`src/hdl/chb_pkg.sv`:
```
// chb_pkg: constants and types for the heartbeat and nmt object block
// assumes a 10 MHz clock and a plain register port
package chb_pkg;
    localparam int          CLK_HZ        = 10_000_000;
    localparam int          MS_UNIT_NS    = 1_000_000;
    localparam int          CLK_NS        = 1_000_000_000 / CLK_HZ;
    localparam int          MS_CYCLES     = MS_UNIT_NS / CLK_NS;
    localparam logic [15:0] OFS_CONS_HB   = 16'h1016;
    localparam logic [15:0] OFS_PROD_HB   = 16'h1017;
    localparam logic [15:0] OFS_SYNC_OVF  = 16'h1019;
    localparam logic [15:0] OFS_ID_MAX    = 16'h1180;
    localparam logic [15:0] OFS_ID_VENDOR = 16'h1181;
    localparam logic [15:0] OFS_ID_PROD   = 16'h1182;
    localparam logic [15:0] OFS_ID_REV    = 16'h1183;
    localparam logic [15:0] OFS_ID_SERIAL = 16'h1184;
    localparam logic [15:0] OFS_CFG_DATE  = 16'h1201;
    localparam logic [15:0] OFS_CFG_TIME  = 16'h1202;
    localparam logic [15:0] OFS_ERR_COMM  = 16'h1291;
    localparam logic [15:0] OFS_ERR_INT   = 16'h1292;
    localparam logic [15:0] OFS_STATUS    = 16'h1300;
    localparam logic [7:0]  ID_SUB_MAX    = 8'h04;
    localparam int          HB_TIME_LSB   = 0;
    localparam int          HB_NODE_LSB   = 16;
    localparam logic [7:0]  RST_ERR_COMM  = 8'h00;
    localparam logic [7:0]  RST_ERR_INT   = 8'h01;
    localparam logic [7:0]  REACT_PREOP   = 8'h00;
    localparam logic [7:0]  REACT_KEEP    = 8'h01;
    localparam logic [7:0]  REACT_STOP    = 8'h02;

    typedef enum logic [1:0] {
        CHB_PREOP,
        CHB_OPER,
        CHB_STOPPED
    } chb_nmt_t;

    typedef struct packed {
        logic        wr;
        logic        rd;
        logic [15:0] addr;
        logic [31:0] wdata;
    } chb_bus_t;
endpackage

```
`src/hdl/chb_objects.sv`:
```
// chb_objects: heartbeat, identity, sync overflow, verify and error objects
// assumes a register port master and a frame layer giving event pulses
//
// Local design decision: the address-and-strobe port.
`timescale 1ns/10ps
// What this block does
// - zero heartbeat time or node id disables consumer monitoring entirely
// - consumer entry bits 0..15 are the expected heartbeat time in ms
// - consumer entry bits 16..23 are the monitored node id, rest zero
// - send own heartbeat every producer-time ms; zero sends nothing
// - heartbeat active suppresses node guarding timer and its emergency
// - read-only identity words; highest subindex reads four
// - sync counter restarts on reaching the overflow value
// - configuration date holds days since 1 January 1984
// - configuration time holds ms since midnight
// - comm error: 00 preop if operational, 01 keep, 02 stopped
// - internal error: 00 preop if operational, 02 stopped
module chb_objects
#(
    parameter logic [31:0] VENDOR_CODE  = 32'h0000_0001, // arbitrary value
    parameter logic [31:0] PRODUCT_CODE = 32'h0000_0002, // arbitrary value
    parameter logic [31:0] REVISION     = 32'h0000_0003, // arbitrary value
    parameter logic [31:0] SERIAL       = 32'h0000_0000
)
(
    input  wire logic             mclk_i,
    input  wire logic             rst_i,
    input  wire chb_pkg::chb_bus_t bus_i,
    output logic [31:0]           rdata_o,
    input  wire logic [7:0]       hb_rx_node_i,
    input  wire logic             hb_rx_i,
    input  wire logic             sync_rx_i,
    input  wire logic             guard_en_i,
    input  wire logic             int_err_i,
    input  wire logic             nmt_start_i,
    input  wire logic             nmt_preop_i,
    input  wire logic             nmt_stop_i,
    output logic                  hb_tx_o,
    output logic [7:0]            sync_cnt_o,
    output logic                  guard_run_o,
    output logic                  guard_emcy_en_o,
    output logic                  comm_err_o,
    output chb_pkg::chb_nmt_t     nmt_state_o
);
    import chb_pkg::*;

    typedef struct packed {
        logic [31:0] rdata;
        logic [31:0] cons_hb;
        logic [15:0] prod_hb;
        logic [7:0]  sync_ovf;
        logic [31:0] cfg_date;
        logic [31:0] cfg_time;
        logic [7:0]  err_comm;
        logic [7:0]  err_int;
        logic [15:0] prod_cnt;
        logic [15:0] cons_cnt;
        logic        cons_armed;
        logic        hb_tx;
        logic [7:0]  sync_cnt;
        logic        guard_run;
        logic        comm_err;
        logic        timed_out;
        chb_nmt_t    nmt;
    } chb_state_t;

    chb_state_t s_reg;
    chb_state_t s_next;
    logic       ms_tick;
    logic [15:0] cons_time;
    logic [7:0]  cons_node;
    logic        cons_en;
    logic        hb_en;
    logic        hb_seen;
    logic        timeout;

    chb_ms_tick u_tick
    (
        .mclk_i (mclk_i),
        .rst_i  (rst_i),
        .tick_o (ms_tick)
    );

    assign cons_time = s_reg.cons_hb[HB_TIME_LSB +: 16];
    assign cons_node = s_reg.cons_hb[HB_NODE_LSB +: 8];
    assign cons_en   = (cons_time != 16'h0000)
                     && (cons_node != 8'h00);
    assign hb_en     = (s_reg.prod_hb != 16'h0000);
    assign hb_seen   = cons_en && hb_rx_i
                     && (hb_rx_node_i == cons_node);
    assign timeout   = cons_en && s_reg.cons_armed && ms_tick
                     && (s_reg.cons_cnt + 16'h0001 >= cons_time);

    always_comb
    begin
        s_next = s_reg;
        s_next.hb_tx = 1'b0;
        s_next.comm_err = 1'b0;

        // register writes
        if (bus_i.wr)
        begin
            case (bus_i.addr)
                OFS_CONS_HB:
                    s_next.cons_hb = {8'h00, bus_i.wdata[23:0]};
                OFS_PROD_HB:  s_next.prod_hb = bus_i.wdata[15:0];
                // out-of-range values are the master's fault, stored as is
                OFS_SYNC_OVF: s_next.sync_ovf = bus_i.wdata[7:0];
                OFS_CFG_DATE: s_next.cfg_date = bus_i.wdata;
                OFS_CFG_TIME: s_next.cfg_time = bus_i.wdata;
                OFS_ERR_COMM: s_next.err_comm = bus_i.wdata[7:0];
                OFS_ERR_INT:  s_next.err_int = bus_i.wdata[7:0];
                default:      s_next.err_int = s_next.err_int;
            endcase
        end

        // register reads, data stands one cycle later only
        s_next.rdata = 32'h0000_0000;
        if (bus_i.rd)
        begin
            case (bus_i.addr)
                OFS_CONS_HB:   s_next.rdata = s_reg.cons_hb;
                OFS_PROD_HB:   s_next.rdata = {16'h0000, s_reg.prod_hb};
                OFS_SYNC_OVF:  s_next.rdata = {24'h00_0000, s_reg.sync_ovf};
                OFS_ID_MAX:    s_next.rdata = {24'h00_0000, ID_SUB_MAX};
                OFS_ID_VENDOR: s_next.rdata = VENDOR_CODE;
                OFS_ID_PROD:   s_next.rdata = PRODUCT_CODE;
                OFS_ID_REV:    s_next.rdata = REVISION;
                OFS_ID_SERIAL: s_next.rdata = SERIAL;
                OFS_CFG_DATE:  s_next.rdata = s_reg.cfg_date;
                OFS_CFG_TIME:  s_next.rdata = s_reg.cfg_time;
                OFS_ERR_COMM:  s_next.rdata = {24'h00_0000, s_reg.err_comm};
                OFS_ERR_INT:   s_next.rdata = {24'h00_0000, s_reg.err_int};
                OFS_STATUS:    s_next.rdata = {20'h0_0000, s_reg.sync_cnt,
                                   s_reg.timed_out, s_reg.nmt[1:0],
                                   s_reg.guard_run};
                default:       s_next.rdata = 32'h0000_0000;
            endcase
        end

        // producer heartbeat, counter cleared while the period is zero and on each send
        if (!hb_en)
            s_next.prod_cnt = 16'h0000;
        else if (ms_tick)
        begin
            if (s_reg.prod_cnt + 16'h0001 >= s_reg.prod_hb)
            begin
                s_next.prod_cnt = 16'h0000;
                s_next.hb_tx = 1'b1;
            end
            else
                s_next.prod_cnt = s_reg.prod_cnt + 16'h0001;
        end

        // consumer monitor, armed by the first heartbeat seen
        if (!cons_en)
        begin
            s_next.cons_cnt = 16'h0000;
            s_next.cons_armed = 1'b0;
        end
        else if (hb_seen)
        begin
            s_next.cons_cnt = 16'h0000;
            s_next.cons_armed = 1'b1;
            s_next.timed_out = 1'b0;
        end
        else if (timeout)
        begin
            // one error per silence; rearmed by the next heartbeat
            s_next.cons_cnt = 16'h0000;
            s_next.cons_armed = 1'b0;
            s_next.timed_out = 1'b1;
            s_next.comm_err = 1'b1;
        end
        else if (ms_tick && s_reg.cons_armed)
            s_next.cons_cnt = s_reg.cons_cnt + 16'h0001;

        // node guarding gated off while heartbeat runs
        s_next.guard_run = guard_en_i && !hb_en;

        // sync counter
        if (sync_rx_i)
        begin
            if (s_reg.sync_ovf == 8'h00)
                s_next.sync_cnt = 8'h00;
            else if (s_reg.sync_cnt >= s_reg.sync_ovf)
                s_next.sync_cnt = 8'h01;
            else
                s_next.sync_cnt = s_reg.sync_cnt + 8'h01;
        end

        // nmt state: commands first, error reactions override
        if (nmt_start_i)
            s_next.nmt = CHB_OPER;
        else if (nmt_preop_i)
            s_next.nmt = CHB_PREOP;
        else if (nmt_stop_i)
            s_next.nmt = CHB_STOPPED;
        if (timeout)
        begin
            case (s_reg.err_comm)
                REACT_PREOP:
                    if (s_reg.nmt == CHB_OPER)
                        s_next.nmt = CHB_PREOP;
                REACT_STOP: s_next.nmt = CHB_STOPPED;
                default:    s_next.nmt = s_next.nmt;
            endcase
        end
        if (int_err_i)
        begin
            case (s_reg.err_int)
                REACT_PREOP:
                    if (s_reg.nmt == CHB_OPER && s_next.nmt != CHB_STOPPED)
                        s_next.nmt = CHB_PREOP;
                REACT_STOP: s_next.nmt = CHB_STOPPED;
                REACT_KEEP: s_next.nmt = s_next.nmt;
                default:    s_next.nmt = s_next.nmt;
            endcase
        end
    end

    always_ff @(posedge mclk_i)
        if (rst_i)
        begin
            s_reg <= '0;
            s_reg.err_comm <= RST_ERR_COMM;
            s_reg.err_int <= RST_ERR_INT;
            s_reg.nmt <= CHB_PREOP;
        end
        else
            s_reg <= s_next;

    assign rdata_o         = s_reg.rdata;
    assign hb_tx_o         = s_reg.hb_tx;
    assign sync_cnt_o      = s_reg.sync_cnt;
    assign guard_run_o     = s_reg.guard_run;
    assign guard_emcy_en_o = s_reg.guard_run;
    assign comm_err_o      = s_reg.comm_err;
    assign nmt_state_o     = s_reg.nmt;

    prod_off_a: assert property (@(posedge mclk_i) disable iff (rst_i)
        (s_reg.prod_hb == 16'h0000) |=> !hb_tx_o)
        else $error("heartbeat sent with zero period");
    cons_off_a: assert property (@(posedge mclk_i) disable iff (rst_i)
        !cons_en |=> !comm_err_o)
        else $error("timeout while monitoring disabled");
    guard_hb_a: assert property (@(posedge mclk_i) disable iff (rst_i)
        hb_en |=> !guard_run_o && !guard_emcy_en_o)
        else $error("guarding active under heartbeat");
    sync_wrap_a: assert property (@(posedge mclk_i) disable iff (rst_i)
        (sync_rx_i && s_reg.sync_ovf != 8'h00
         && s_reg.sync_cnt >= s_reg.sync_ovf) |=> sync_cnt_o == 8'h01)
        else $error("sync counter failed to restart");
    comm_stop_a: assert property (@(posedge mclk_i) disable iff (rst_i)
        (timeout && s_reg.err_comm == REACT_STOP && !int_err_i)
        |=> nmt_state_o == CHB_STOPPED)
        else $error("comm error did not stop");
    int_stop_a: assert property (@(posedge mclk_i) disable iff (rst_i)
        (int_err_i && s_reg.err_int == REACT_STOP)
        |=> nmt_state_o == CHB_STOPPED)
        else $error("internal error did not stop");
    int_keep_a: assert property (@(posedge mclk_i) disable iff (rst_i)
        (int_err_i && s_reg.err_int == REACT_KEEP && !timeout && !nmt_start_i
         && !nmt_preop_i && !nmt_stop_i) |=> $stable(nmt_state_o))
        else $error("keep reaction changed state");
    hb_timeout_a: assert property (@(posedge mclk_i) disable iff (rst_i)
        timeout |=> comm_err_o)
        else $error("timeout without comm error");
    id_max_a: assert property (@(posedge mclk_i) disable iff (rst_i)
        (bus_i.rd && bus_i.addr == OFS_ID_MAX) |=> rdata_o == 32'h0000_0004)
        else $error("identity subindex count wrong");
    cons_hi_a: assert property (@(posedge mclk_i) disable iff (rst_i)
        s_reg.cons_hb[31:24] == 8'h00)
        else $error("reserved consumer bits set");
endmodule // chb_objects

```
`src/hdl/chb_ms_tick.sv`:
```
// chb_ms_tick: one-cycle enable once per millisecond
// assumes the package clock rate
`timescale 1ns/10ps
module chb_ms_tick
(
    input  wire logic mclk_i,
    input  wire logic rst_i,
    output logic      tick_o
);
    import chb_pkg::*;

    typedef struct packed {
        logic [15:0] cnt;
        logic        tick;
    } chb_tick_st_t;

    chb_tick_st_t s_reg;
    chb_tick_st_t s_next;

    always_comb
    begin
        s_next = s_reg;
        s_next.tick = 1'b0;
        if (s_reg.cnt == 16'(MS_CYCLES - 1))
        begin
            s_next.cnt = 16'h0000;
            s_next.tick = 1'b1;
        end
        else
            s_next.cnt = s_reg.cnt + 16'h0001;
    end

    always_ff @(posedge mclk_i)
        if (rst_i)
            s_reg <= '0;
        else
            s_reg <= s_next;

    assign tick_o = s_reg.tick;
endmodule // chb_ms_tick

```
`config.mk`:
```
export PLATFORM = sky130hd
export DESIGN_NAME = chb_objects
export DESIGN_NICKNAME = d
export VERILOG_FILES = /design/src/hdl/chb_pkg.sv /design/src/hdl/chb_objects.sv /design/src/hdl/chb_ms_tick.sv
export SDC_FILE = /design/constraint.sdc
export NUM_CORES = 1
export LEC_CHECK = 0
export BUFFER_PORTS_ARGS = -buffer_cell sky130_fd_sc_hd__buf_2
export CAP_MARGIN = 20
export CORE_MARGIN = 1.5
export CORE_UTILIZATION = 41
export DETAILED_ROUTE_END_ITERATION = 6
export MAX_ROUTING_LAYER = met4
export PLACE_DENSITY = 0.68
export SYNTH_ARGS = -nofsm -noshare
export SYNTH_HDL_FRONTEND = slang
export SYNTH_SLANG_ARGS = --single-unit
```
`constraint.sdc`:
```
create_clock -name mclk_i -period 9.6 [get_ports mclk_i]
set_input_delay 0.96 -clock mclk_i [delete_from_list [all_inputs] [get_ports mclk_i]]
set_output_delay 0.96 -clock mclk_i [all_outputs]
set_load 0.01 [all_outputs]
```
Word-level counts from Yosys, hierarchy flattened
Index checks and enable logic that the tools add are counted.
{"block": "totals", "register_bits": 224, "input_bits": 67, "out_inout_bits": 46, "elab_cells": 99}
{"block": "classes", "addsub": 4, "magnitude_cmp": 3, "eq_ne": 18, "mux": 19, "n_bitwise": 4, "n_reduce_logical": 32}
{"op": "$pmux W32 S12", "count": 1}
{"op": "$eq A16 B13 Y1 const B", "count": 12}
{"op": "$add A16 B1 Y16 const B", "count": 3}
{"op": "$ge A16 B16 Y1", "count": 2}
{"op": "$reduce_bool A16 Y1", "count": 2}
{"op": "$logic_not A8 Y1", "count": 3}
{"op": "$eq A16 B14 Y1 const B", "count": 1}
{"op": "$eq A8 B2 Y1 const B", "count": 2}
{"op": "$mux W16", "count": 1}
{"op": "$mux W2", "count": 8}
{"op": "$mux W8", "count": 2}
{"op": "$reduce_and A2 Y1", "count": 8}
{"op": "$logic_and A1 B1 Y1", "count": 9}
{"op": "$add A8 B1 Y8 const B", "count": 1}
{"op": "$eq A8 B8 Y1", "count": 1}
{"op": "$ge A8 B8 Y1", "count": 1}
{"op": "$pmux W2 S2", "count": 2}
{"op": "$reduce_bool A8 Y1", "count": 1}
{"op": "$reduce_or A2 Y1", "count": 4}
{"op": "$reduce_or A3 Y1", "count": 2}
{"op": "$mux W1", "count": 5}
{"op": "$not A1 Y1", "count": 4}
{"op": "$reduce_or A4 Y1", "count": 1}
{"op": "$eq A2 B1 Y1 const B", "count": 1}
{"op": "3 further kinds", "count": 3}

Depth between registers and ports, before layout
Gate-level depths: netlist of the first run.
{"block": "logic_depth", "word_depth": 11, "ltp_mapped": 15, "depth_no_buf": 13}

Hierarchy
Synthesis of the first run repeated with hierarchy kept, for this count alone.
{"block": "unflattened", "hier_cells": 1319, "hier_area_um2": 10941.7}
{"module": "chb_objects", "instances": 1, "cells_per_inst": 1241, "area_each_um2": 10181.0, "seq_area_each_um2": 4144.0}
{"module": "chb_ms_tick", "instances": 1, "cells_per_inst": 78, "area_each_um2": 760.7, "seq_area_each_um2": 340.3}

Worst setup path after synthesis of the first run
No wires, ideal clock.
{"block": "synth_timing", "path_kind": "reg-to-reg", "start": "register s_reg[33] (netlist bit)", "end": "register s_reg[37] (netlist bit)", "t_arrival_ps": 3484, "t_required_ps": 9535, "path_slack_ps": 6050, "path_stages_with_launch": 15, "n_path_buf": 2, "synth_period_minus_slack_ps": 3550, "path_cell_list": "dfxtp_1 clkbuf_1 nand2_1 nor4_1 and4_1 nand2_1 xnor2_1 ha_1 a21o_1 a21o_1 a21o_1 a2111oi_0 o21ai_1 clkbuf_1 nor2_1"}
{"block": "synth_via", "elab_chain_len": 3}
{"element": "start: declaration", "line_no": "chb_objects.sv:67", "text": "chb_state_t s_reg;"}
{"element": "start signal: assignment", "line_no": "chb_objects.sv:231", "text": "s_reg <= s_next;"}
{"element": "$add A16 B1 Y16 *", "line_no": "chb_objects.sv:146, chb_objects.sv:152"}
{"element": "$ge A16 B16 Y1", "line_no": "chb_objects.sv:146", "text": "if (s_reg.prod_cnt + 16'h0001 >= s_reg.prod_hb)"}
{"element": "$mux W16 *", "line_no": "chb_objects.sv:146"}
Mark *: on every way between the ends. The rest lies on a longest branch, timed or not.
A chain may end at the register's enable or synchronous reset.

Worst setup path after layout of the first run
{"block": "layout_timing", "start": "register s_reg[31] (netlist bit)", "end": "register s_reg[42] (netlist bit)"}
Same word-level chain as after synthesis.

==> impl_results.rst, run 1 <==
.. list-table::
   :header-rows: 1

   * - Metric
     - Value
   * - Post-synth net total
     - 1474
   * - Final critical delay including setup and external delays
     - 4010 ps
   * - Count of flip-flops with a built-in enable after synthesis
     - 0
   * - Violations in the final reports
     - DRC
   * - Number of buffers created by CTS
     - 24
   * - Starting utilization of the core area
     - 41.8%
   * - Number of violations reported at the end of detailed-routing iteration 0
     - 1005
   * - Number of warnings reported in the yosys synthesis log
     - 0
   * - Final clock skew
     - 8.64 ps
   * - Number of buffers between clock root and the deepest sink
     - 3
   * - Beginning of the worst hold path
     - s_reg[119]
   * - I/O Buffers
     - 112
   * - Clk Tree Root Cell
     - clkbuf_16
   * - Cell with the most instances after synthesis
     - nand2_1
   * - Overall die width
     - 166 um
   * - DRC
     - 28
   * - Number of storage elements in the synthesis netlist
     - 224
   * - Number of flip-flops in the largest register
     - 138
   * - Number of hold violations in the final report
     - 0
   * - Buffer count from post-CTS setup fixing
     - 0
   * - Top fanout value on the critical path
     - 13
   * - FF-to-FF Start
     - s_reg[31]
   * - Grt total ovfl
     - 0
   * - Main area contributors after synthesis
     - dfxtp_1, nand2_1, a21oi_1, ha_1, xor2_1
   * - Nets@finish
     - 1509
   * - Layout cell share with drive strength beyond 1
     - 13.2%
   * - Count of hold-fix buffers inserted at cts
     - 0
   * - Share of the clock period used by the worst path after layout
     - 41.7%
   * - Clock Sinks
     - 224
   * - Number of global-route vias before repair
     - 8969
   * - Global-route wire length before repair
     - 47700 um
   * - Number of nets with antenna violations after routing
     - 0
   * - Routed Wire Length
     - 30000 um
   * - Sum of negative setup slack
     - 0 ps
   * - Commonest cells post-synth
     - nand2_1, dfxtp_1, a21oi_1
   * - Fill cells
     - 2602
   * - Maximum number of pins on one net before global-route repair
     - 64
   * - Unrepaired setup endpoints after global routing
     - no
   * - Launching element of the worst setup path
     - s_reg[31]
   * - WP data required
     - 10050 ps
   * - Pin slew with the least headroom to its limit
     - 1020 ps
   * - Max IR drop VDD
     - 0.000126 V
   * - Number of rows in the core area
     - 59
   * - Routability congestion estimate from global placement
     - 0.882
   * - Core area
     - 26100 sq um
   * - Overall die height
     - 166 um
   * - Relative slew margins
     - 32.3%
   * - Syn avg cell area
     - 8.01 sq um
   * - Number of pins exceeding their max-slew limit in the final report
     - 0
   * - Clock tree from TritonCTS
     - done
   * - Startpoint class of the critical path
     - flop
   * - Number of top-level pins
     - 113
   * - GRT Total Usage
     - 21.8%
   * - Portion of the post-synthesis area used by sequential elements
     - 41.0%
   * - DP Wirelength
     - 21000 um
   * - CP endpoint kind
     - flop
   * - Top cell type's share of synthesized area
     - 41.0%
   * - Syn Inst Count
     - 1363
   * - Die area
     - 27600 sq um
   * - Worst-case hold slack
     - 449 ps
   * - WS Path Type
     - flop to flop
   * - Top flip-flop cell by instance count after synthesis
     - dfxtp_1
   * - Max Clock Freq
     - 0.250 GHz
   * - Syn-to-layout area delta
     - 11.9%
   * - Cell type with the largest total area after synthesis
     - dfxtp_1
   * - Status
     - finished with violations
   * - Destination of the worst register-to-register timing path
     - s_reg[42]
   * - Share of flip-flops with an asynchronous set or reset
     - 0%
   * - Internal reg-to-reg setup slack
     - 5590 ps
   * - Via total after detailed routing
     - 9557
   * - Max-cap violations
     - 0
   * - Clock edge transition at the registers on the reported setup and hold paths
     - 60 ps
   * - Area of the mapped netlist
     - 10900 sq um
   * - Post-CTS resize count
     - 0
   * - CP endpoint
     - s_reg[42]
   * - P per Cell Area
     - 160 nW/um^2
   * - Count of unique library cells instantiated by Yosys
     - 65
   * - P_leak
     - 4.43 nW
   * - Worst hold-check path type
     - flop to flop
   * - Number of H-tree levels
     - 1
   * - Clock Latency Late Sink
     - 520 ps
   * - Final routed wire length divided by cell count
     - 17.1 um
   * - Antenna violations before repair
     - 3
   * - Detailed-route vias per instance
     - 5.45
   * - Drt first pass iters
     - 7
   * - Endpoint arrival time on the critical path
     - 4460 ps
   * - Worst Reg2Reg Path Length in Cells
     - 13
   * - Total of endpoints with negative setup slack in the final report
     - 0
final cells by class:
class,instances,area [sq um],area share [%]
antenna,3,7.51,0.0614
multi-input combinational,973,5630,46.1
clock buffer,32,692,5.66
timing repair buffer,126,676,5.52
tap,335,419,3.43
clock inverter,11,133,1.08
sequential,224,4480,36.7
inverter,49,184,1.50
cells by family after synthesis:
group / count (synthesis) / synth area share [%]
muxes: 10 / 0.928
AOI/OAI and AO/OA: 256 / 14.8
xor gates and xnor gates: 83 / 6.65
buffers and inverters: 166 / 7.52
adders and majority gates: 44 / 5.04
DFF: 224 / 41.0
and+or+nand+nor: 580 / 24.0
where the power goes:
| part | total, mW | internal [mW] | switching, mW |
|---|---|---|---|
| clock | 0.964 | 0.585 | 0.379 |
| sequential | 0.933 | 0.931 | 0.00191 |
| combinational | 0.0571 | 0.0170 | 0.0400 |
| total | 1.95 | 1.53 | 0.421 |
how the worst min path moves through the flow:
stage                            endpoint  slack (ps)  cells past startpoint
after detailed placement       s_reg[110]         440                      2
after floorplan           u_tick.s_reg[1]         430                      1
after global placement          s_reg[84]         440                      2
after global routing           s_reg[120]         470                      2
final                          s_reg[119]         450                      2
after CTS                      s_reg[110]         450                      2
metrics by stage:
step	std cells	area [sq um]	total power, mW	worst slack, ps	util [%]
floorplan	1363	10900	0.978	6050	-
global placement	1705	11400	1.01	5480	43.5
detailed placement	1705	11400	1.01	5440	43.5
CTS	1748	12200	1.97	5500	46.7
global route	1753	12200	2.01	5330	46.8
finish	1753	12200	1.95	5590	46.8
routing by layer:
| metal | vias to the layer above | track usage, % | routed length, um |
|---|---|---|---|
| met4 | 0 | 7.27 | 920 |
| met3 | 59 | 3.72 | 1930 |
| met5 | - | - | 0 |
| met1 | 4497 | 28.3 | 13500 |
| met2 | 303 | 34.5 | 13700 |
| li1 | 4698 | - | - |
critical path: stages, from the launching register on:
cell	delay, ps
dfxtp_1	450
nand3_1	140
nor4_1	740
and4_1	370
nand2_1	90
xnor2_1	140
ha_1	290
a21o_1	170
a21o_1	180
a21o_1	200
a2111oi_0	540
o21ai_1	270
buf_4	250
nor2_1	110
layout by cell type, fill, tap and decap left out, types with 7 or more instances in the layout:
cell / count
nand4_1: 19
a21oi_1: 139
xnor2_1: 37
nor2_1: 105
a222oi_1: 26
clkbuf_16: 25
mux2i_1: 9
and3_1: 11
nor3_1: 20
xor2_1: 46
o21ai_0: 30
nand2b_1: 7
a22oi_1: 12
nand2_1: 305
buf_2: 111
nor4_1: 18
inv_1: 48
dfxtp_1: 224
ha_1: 44
buf_4: 14
nand3_1: 46
a21o_1: 9
clkinv_2: 7
nor2b_1: 9
No activity file was read; power rests on OpenSTA's default activity.
==> inputs of run 2 (changes only) <==
Settings changed: ABC_AREA set to 1, PLACE_DENSITY 0.68 to 0.7.
Clock period 9.6 ns to 3.33 ns, I/O delays scaled along.
==> run 2 against run 1 <==
Compared with the run above: the run now ends clean; count of clock-buffer cells in the layout rose by 10; non-clock buffer count decreased by 3; largest cell class unchanged; setup slack got worse by 5200 ps; first-iteration DRC count fell by 21%; highest routed layer unchanged; largest power group is now sequential cells; sequential share of layout area fell by 2.3 points; sequential power grew to 2.9 times the previous value.
==> impl_results.rst, run 2 <==
.. list-table::
   :header-rows: 1

   * - Metric
     - Value
   * - Number of instances on the worst hold path
     - 3 (+1)
   * - Max Clock Freq
     - 0.338 GHz (+35%)
   * - Syn avg cell area
     - 7.10 sq um (-11%)
   * - Syn Inst Count
     - 1650 (+21%)
   * - Number of violations reported at the end of detailed-routing iteration 0
     - 794 (-21%)
   * - Top cell type's share of synthesized area
     - 38.3% (-2.8 points)
   * - Top flip-flop cell by instance count after synthesis
     - dfxtp_1
   * - Core area
     - 27900 sq um (+6.9%)
   * - Number of hold violations in the final report
     - 0 (unchanged)
   * - Max-cap violations
     - 0 (unchanged)
   * - Number of nets with antenna violations after routing
     - 0 (unchanged)
   * - Clock Sinks
     - 224 (unchanged)
   * - Global-route wire length before repair
     - 49800 um (+4.2%)
   * - Share of the clock period used by the worst path after layout
     - 88.9% (+47 points)
   * - Clock edge transition at the registers on the reported setup and hold paths
     - 60 ps (about the same)
   * - Worst hold-check path type
     - primary input to flop
   * - Most frequent standard cell in the layout excluding fill and tap cells
     - inv_1
   * - Crit-path leading delay family
     - simple AND/OR/NAND/NOR gates
   * - Routability congestion estimate from global placement
     - 0.978 (+11%)
   * - Antenna violations before repair
     - 2 (-1)
   * - Area of the mapped netlist
     - 11700 sq um (+7.2%)
   * - Number of buffers created by CTS
     - 25 (+4.2%)
   * - WP data required
     - 3740 ps (-6310 ps)
   * - Unrepaired setup endpoints after global routing
     - no
   * - Worst-case hold slack
     - 43.5 ps (-406 ps)
   * - Critical path, cell by cell
     - ha_1 > nand3_1 > nor3_1 > nand2_1 > nor2_1 > nand2_1 > nand2_1 > inv_1 > ha_1 > nand3_1 > nor3_1 > nand3_1 > nand3_1 > nand2_1 > nand2_2 > nor2_1
   * - Fraction of power consumed by sequential logic
     - 48.3% (+0.6 points)
   * - Switching power
     - 1.25 mW (+200%)
   * - Routed Wire Length
     - 30800 um (+2.6%)
   * - Portion of the post-synthesis area used by sequential elements
     - 38.3% (-2.8 points)
   * - Cell type with the largest total area after synthesis
     - dfxtp_1
   * - CP bufs+invs
     - 1 (unchanged)
   * - Leading cell types in the layout, fill and taps excluded
     - inv_1, dfxtp_1, nand2_1, o21ai_0, nor2_1
   * - Number of flip-flops in the largest register
     - 138 (unchanged)
   * - Cell with the most instances after synthesis
     - inv_1
   * - Buffer count from post-CTS setup fixing
     - 0 (unchanged)
   * - Die area
     - 29600 sq um (+7.1%)
   * - Overall die height
     - 172 um (+3.5%)
   * - Count of flip-flops with a built-in enable after synthesis
     - 0 (unchanged)
   * - Number of storage elements in the synthesis netlist
     - 224 (unchanged)
   * - Relative slew margins
     - 44.4% (+12 points)
   * - DRC
     - 0 (-100%)
   * - Number of top-level pins
     - 113 (unchanged)
   * - Layout cell share with drive strength beyond 1
     - 12.9% (-0.36 points)
   * - Count of unique library cells instantiated by Yosys
     - 47 (-28%)
   * - FF-to-FF Start
     - s_reg[31]
   * - Top fanout value on the critical path
     - 14 (+1)
   * - Starting utilization of the core area
     - 41.9% (+0.12 points)
   * - Drt first pass iters
     - 5 (-2)
   * - Destination of the worst register-to-register timing path
     - s_reg[43]
   * - Total of endpoints with negative setup slack in the final report
     - 0 (unchanged)
   * - Pin slew with the least headroom to its limit
     - 832 ps (-183 ps)
   * - CP endpoint kind
     - flop
   * - Via total after detailed routing
     - 10610 (+11%)
   * - Number of H-tree levels
     - 1 (unchanged)
   * - P per Cell Area
     - 426 nW/um^2 (+170%)
   * - Number of pins exceeding their max-slew limit in the final report
     - 0 (unchanged)
   * - Internal reg-to-reg setup slack
     - 370 ps (-5220 ps)
   * - Switching portion of total power
     - 22.4% (+0.89 points)
   * - Post-synth net total
     - 1761 (+19%)
   * - Post-route setup slack
     - 371 ps (-5220 ps)
   * - Slowest cell on the critical path
     - dfxtp_1
   * - Beginning of the worst hold path
     - guard_en_i
   * - Share of flip-flops with an asynchronous set or reset
     - 0% (unchanged)
   * - Number of global-route vias before repair
     - 9867 (+10%)
   * - Overall die width
     - 172 um (+3.5%)
   * - Max IR drop VDD
     - 0.000347 V (+170%)
   * - Worst Reg2Reg Path Length in Cells
     - 16 (+3)
   * - Final clock skew
     - 27.3 ps (+18.7 ps)
   * - Worst Hold End
     - guard_emcy_en_o
   * - WS Path Type
     - flop to flop
   * - Maximum number of pins on one net before global-route repair
     - 125 (+95%)
   * - Detailed-route vias per instance
     - 5.05 (-7.3%)
   * - Nets@finish
     - 1812 (+20%)
   * - P_leak
     - 5.30 nW (+19%)
   * - Startpoint class of the critical path
     - flop
   * - Endpoint arrival time on the critical path
     - 3360 ps (-1100 ps)
   * - Status
     - completed
   * - Worst stage delay on the critical path
     - 400 ps (-340 ps)
   * - Sum of negative setup slack
     - 0 ps (unchanged)
   * - Main area contributors after synthesis
     - dfxtp_1, inv_1, o21ai_0, a21oi_1, nand2_1
   * - Relative contribution of the clock network to total power
     - 48.1% (-1.2 points)
   * - Final routed wire length divided by cell count
     - 14.7 um (-14%)
   * - Commonest cells post-synth
     - inv_1, dfxtp_1, nand2_1
   * - Share of total power in combinational logic
     - 3.6% (+0.7 points)
   * - Syn-to-layout area delta
     - 11.6%
   * - Clock tree from TritonCTS
     - done
   * - Clock Latency Late Sink
     - 550 ps (+30 ps)
   * - I/O Buffers
     - 112 (unchanged)
   * - DP Wirelength
     - 22800 um (+8.5%)
   * - GRT Total Usage
     - 21.7% (-0.11 points)
   * - Clk Tree Root Cell
     - clkbuf_16
   * - Number of buffers between clock root and the deepest sink
     - 3 (unchanged)
   * - Final critical delay including setup and external delays
     - 2960 ps (-1050 ps)
   * - Number of warnings reported in the yosys synthesis log
     - 0 (unchanged)
   * - Grt total ovfl
     - 0 (unchanged)
   * - Pint
     - 4.32 mW (+180%)
   * - Post-place setup slack
     - 255 ps (-5190 ps)
   * - Number of rows in the core area
     - 61 (+3.4%)
-- run 2: changes by cell type in the layout (fill, tap and decap cells not counted), moves of 14 or more --
cell,change
nand4_1,+24
nor3_1,+26
o22ai_1,+27
xor2_1,-20
nor4_1,-14
nor2_2,+14
a21oi_1,+24
nand2_1,-111
o21ai_0,+153
nor2_1,+63
inv_1,+216
nand3_1,+21
xnor2_1,-35
a222oi_1,-26
-- run 2: how the worst max path moves through the flow --
stage	cells past startpoint	endpoint	startpoint
2_1_floorplan	17	s_reg[41]	s_reg[31]
3_3_place_gp	16	s_reg[46]	s_reg[31]
3_5_place_dp	16	s_reg[43]	s_reg[31]
4_1_cts	16	s_reg[43]	s_reg[31]
5_1_grt	14	s_reg[27]	s_reg[15]
6_report	16	s_reg[43]	s_reg[31]
-- run 2: logic make-up (layout without fill, tap and decap cells) --
logic type               Yosys count  after routing  share of synthesized area, %
flip-flops                       224            224                          38.3
multiplexers                       3              3                         0.256
buffers and inverters            372            441                          13.8
AND/OR/NAND/NOR                  581            581                          23.0
adder cells (fa/ha/maj)           44             44                          4.70
XOR/XNOR                          28             28                          2.09
other                              0              2                             0
AO/OA/AOI/OAI                    398            398                          17.8
-- run 2: through the flow --
step                instances  cell area, sq um  total power [mW]  util [%]
global route             2099             13100              5.75      46.8
floorplan                1650             11700              2.85         -
detailed placement       2052             12300              2.95      43.9
global placement         2052             12300              2.94      43.9
CTS                      2097             13100              5.61      46.7
finish                   2099             13100              5.57      46.8
-- run 2: repair_timing --
item                       in CTS  in global routing
setup endpoints to repair       0                  2
gates resized for setup         0                  1
hold buffers                    0                  0
-- run 2: final cells by class --
cell class / instances / area [sq um]
clock buffer: 42 / 769
timing repair buffer: 123 / 668
sequential: 224 / 4480
inverter: 273 / 1020
tap: 378 / 473
multi-input combinational: 1054 / 5610
fill: 2855 / 14900
clock inverter: 3 / 30.0
antenna: 2 / 5.00
-- run 2: power by group through the flow --
stage	clock network (mW)	logic, mW	registers [mW]
5_1_grt	2.84	0.225	2.69
2_1_floorplan	0	0.105	2.75
4_1_cts	2.72	0.201	2.69
3_5_place_dp	0	0.200	2.75
6_report	2.68	0.202	2.69
3_3_place_gp	0	0.197	2.75
-- run 2: routing by layer --
layer  share of wire (%)  global-route usage [%]
met3                 6.1                    3.59
met1                  44                    26.9
met2                  47                    35.8
met4                 3.2                    7.30
met5                   0                       -
-- run 2: tightest hold or removal path, stage by stage --
cell and delay [ps]:
buf_2 90, nand2_1 50, nor2_1 40
==> inputs of run 3 (changes only) <==
Settings changed: RECOVER_POWER set to 100.
==> run 3 against run 2 <==
Compared with the run above: largest power group unchanged; register-to-register slack hardly changed; power hardly changed; global-route usage is the same; count of clock-buffer cells in the layout did not move; final area fell by 1.3%; first-iteration DRC count shrank 4.8%; sequential cell count did not move; critical path type is now primary input to flop; via count rose by 0.26%; clock skew fell by 0.96 ps; setup slack worse by 63 ps.
==> impl_results.rst, run 3 (same netlist as run 2, synthesis figures left out) <==
.. list-table::
   :header-rows: 1

   * - Metric
     - Value
   * - Status
     - completed
   * - Unrepaired setup endpoints after global routing
     - no
   * - Slowest cell on the critical path
     - nor3_1
   * - Endpoint arrival time on the critical path
     - 3440 ps (+80 ps)
   * - Grt total ovfl
     - 0 (unchanged)
   * - Met2 track demand over resource in global routing
     - 35.8% (unchanged)
   * - Final routed wire length divided by cell count
     - 14.8 um (+0.54%)
   * - Antenna violations before repair
     - 2 (unchanged)
   * - Overall power after layout
     - 5.57 mW (about the same)
   * - Core area
     - 27900 sq um (unchanged)
   * - Final Instance Area
     - 12900 sq um (-1.3%)
   * - GR Util met1
     - 26.9% (unchanged)
   * - DRC
     - 0 (unchanged)
   * - Number of nets with antenna violations after routing
     - 0 (unchanged)
   * - Most frequent CP cell
     - inv_1
   * - Leading cell types in the layout, fill and taps excluded
     - inv_1, dfxtp_1, nand2_1, o21ai_0, nor2_1
   * - Clock tree from TritonCTS
     - done
   * - WS Path Type
     - primary input to flop
   * - Worst stage delay on the critical path
     - 880 ps (+480 ps)
   * - Number of pins exceeding their max-slew limit in the final report
     - 0 (unchanged)
   * - Via total after detailed routing
     - 10638 (+0.26%)
   * - Cell total after placement
     - 2052 (unchanged)
   * - Max IR drop VDD
     - 0.000348 V (+0.31%)
   * - Max Clock Freq
     - 0.331 GHz (-2.1%)
   * - P per Cell Area
     - 432 nW/um^2 (+1.4%)
   * - Number of buffers created by CTS
     - 25 (unchanged)
   * - Final critical delay including setup and external delays
     - 3020 ps (+63.0 ps)
   * - Number of flip-flops in the largest register
     - 138 (unchanged)
   * - WP data required
     - 3750 ps (about the same)
   * - Number of violations reported at the end of detailed-routing iteration 0
     - 756 (-4.8%)
   * - Number of global-route vias before repair
     - 9867 (unchanged)
   * - Global-route wire length before repair
     - 49800 um (unchanged)
   * - Most frequent standard cell in the layout excluding fill and tap cells
     - inv_1
   * - Routability congestion estimate from global placement
     - 0.978 (unchanged)
   * - Syn-to-layout area delta
     - 10.1%
   * - Maximum number of pins on one net before global-route repair
     - 125 (unchanged)
   * - CP endpoint kind
     - flop
   * - Worst hold-check path type
     - primary input to flop
   * - Clock Latency Late Sink
     - 550 ps (about the same)
   * - Relative slew margins
     - 25.6% (-19 points)
   * - Total of endpoints with negative setup slack in the final report
     - 0 (unchanged)
   * - Share of the clock period used by the worst path after layout
     - 90.8% (+1.9 points)
   * - Starting utilization of the core area
     - 41.9% (unchanged)
   * - GRT Total Usage
     - 21.7% (unchanged)
   * - Beginning of the worst hold path
     - guard_en_i
   * - Number of hold violations in the final report
     - 0 (unchanged)
   * - Non-filler cells in the finished layout
     - 2099 (unchanged)
   * - Clock edge transition at the registers on the reported setup and hold paths
     - 60 ps (about the same)
   * - Detailed-route vias per instance
     - 5.07 (+0.26%)
   * - Clock Sinks
     - 224 (unchanged)
   * - Number of H-tree levels
     - 1 (unchanged)
   * - Number of top-level pins
     - 113 (unchanged)
   * - Max-cap violations
     - 0 (unchanged)
   * - Clk Tree Root Cell
     - clkbuf_16
   * - Layout cell share with drive strength beyond 1
     - 8.90% (-4.0 points)
   * - Drt first pass iters
     - 6 (+1)
   * - Peak-usage layer in the global routing report
     - met2
   * - Sum of negative setup slack
     - 0 ps (unchanged)
   * - Launching element of the worst setup path
     - bus_i[33]
   * - Top fanout value on the critical path
     - 34 (+20)
   * - Final clock skew
     - 26.4 ps (-0.961 ps)
   * - Overall die height
     - 172 um (unchanged)
   * - P_leak
     - 5.06 nW (-4.5%)
   * - Die area
     - 29600 sq um (unchanged)
   * - Pin slew with the least headroom to its limit
     - 1110 ps (+280 ps)
   * - FF-to-FF Start
     - s_reg[15]
   * - Routing usage on met3
     - 3.59% (unchanged)
   * - Critical path, cell by cell
     - clkbuf_1 > inv_1 > nor3_1 > nand3_2 > inv_1 > nand2_2 > clkbuf_4 > o21ai_0 > a21oi_1
   * - I/O Buffers
     - 112 (unchanged)
   * - Overall die width
     - 172 um (unchanged)
   * - Number of buffers between clock root and the deepest sink
     - 3 (unchanged)
   * - Routed Wire Length
     - 31000 um (+0.54%)
   * - Number of rows in the core area
     - 61 (unchanged)
   * - Nets@finish
     - 1812 (unchanged)
   * - DP Wirelength
     - 22800 um (unchanged)
   * - Startpoint class of the critical path
     - primary input
   * - Placement Cell Area
     - 12300 sq um (unchanged)
run 3: final cells by class:
| type | instances | area [sq um] |
|---|---|---|
| diodes | 2 | 5.00 |
| clock buffers | 42 | 769 |
| clock inverters | 3 | 30.0 |
| fillers | 2895 | 15000 |
| inverters | 273 | 1020 |
| multi-input cells | 1054 | 5520 |
| flip-flops and latches | 224 | 4480 |
| well taps | 378 | 473 |
| repair buffers | 123 | 586 |
run 3: where the power goes:
part           switching [mW]  total, mW  internal, mW
combinational           0.135      0.197        0.0617
sequential            0.00362       2.69          2.68
clock                    1.11       2.68          1.57
total                    1.25       5.57          4.32
run 3: critical path, delay by kind of cell:
family | cells | cell delay [ps]
compound gates | 2 | 310
buf+inv | 4 | 1370
simple gates | 3 | 1410
run 3: per-stage QoR:
step	utilization, %	setup slack [ps]	hold slack [ps]
2_1_floorplan	-	695	418
3_3_place_gp	43.9	375	432
3_5_place_dp	43.9	255	437
4_1_cts	46.7	243	33.9
5_1_grt	46.1	65.3	39.6
6_report	46.1	308	41.6
run 3: final timing paths:
check / slack, ps / endpoint / depth (start not counted)
max: 310 / s_reg[88] / 9
min: 40 / guard_emcy_en_o / 3
max reg2reg: 380 / s_reg[24] / 14
min reg2reg: 440 / s_reg[81] / 2
run 3: what timing repair did:
item	CTS	global route
setup buffers	0	0
resized for setup	0	1
hold buffers	0	0
endpoints found under the setup margin	0	2
run 3: layer usage:
layer / vias up / share of wire, %
li1: 5467 / -
met1: 4826 / 45
met2: 278 / 46
met3: 67 / 6.0
met4: 0 / 3.3
met5: - / 0
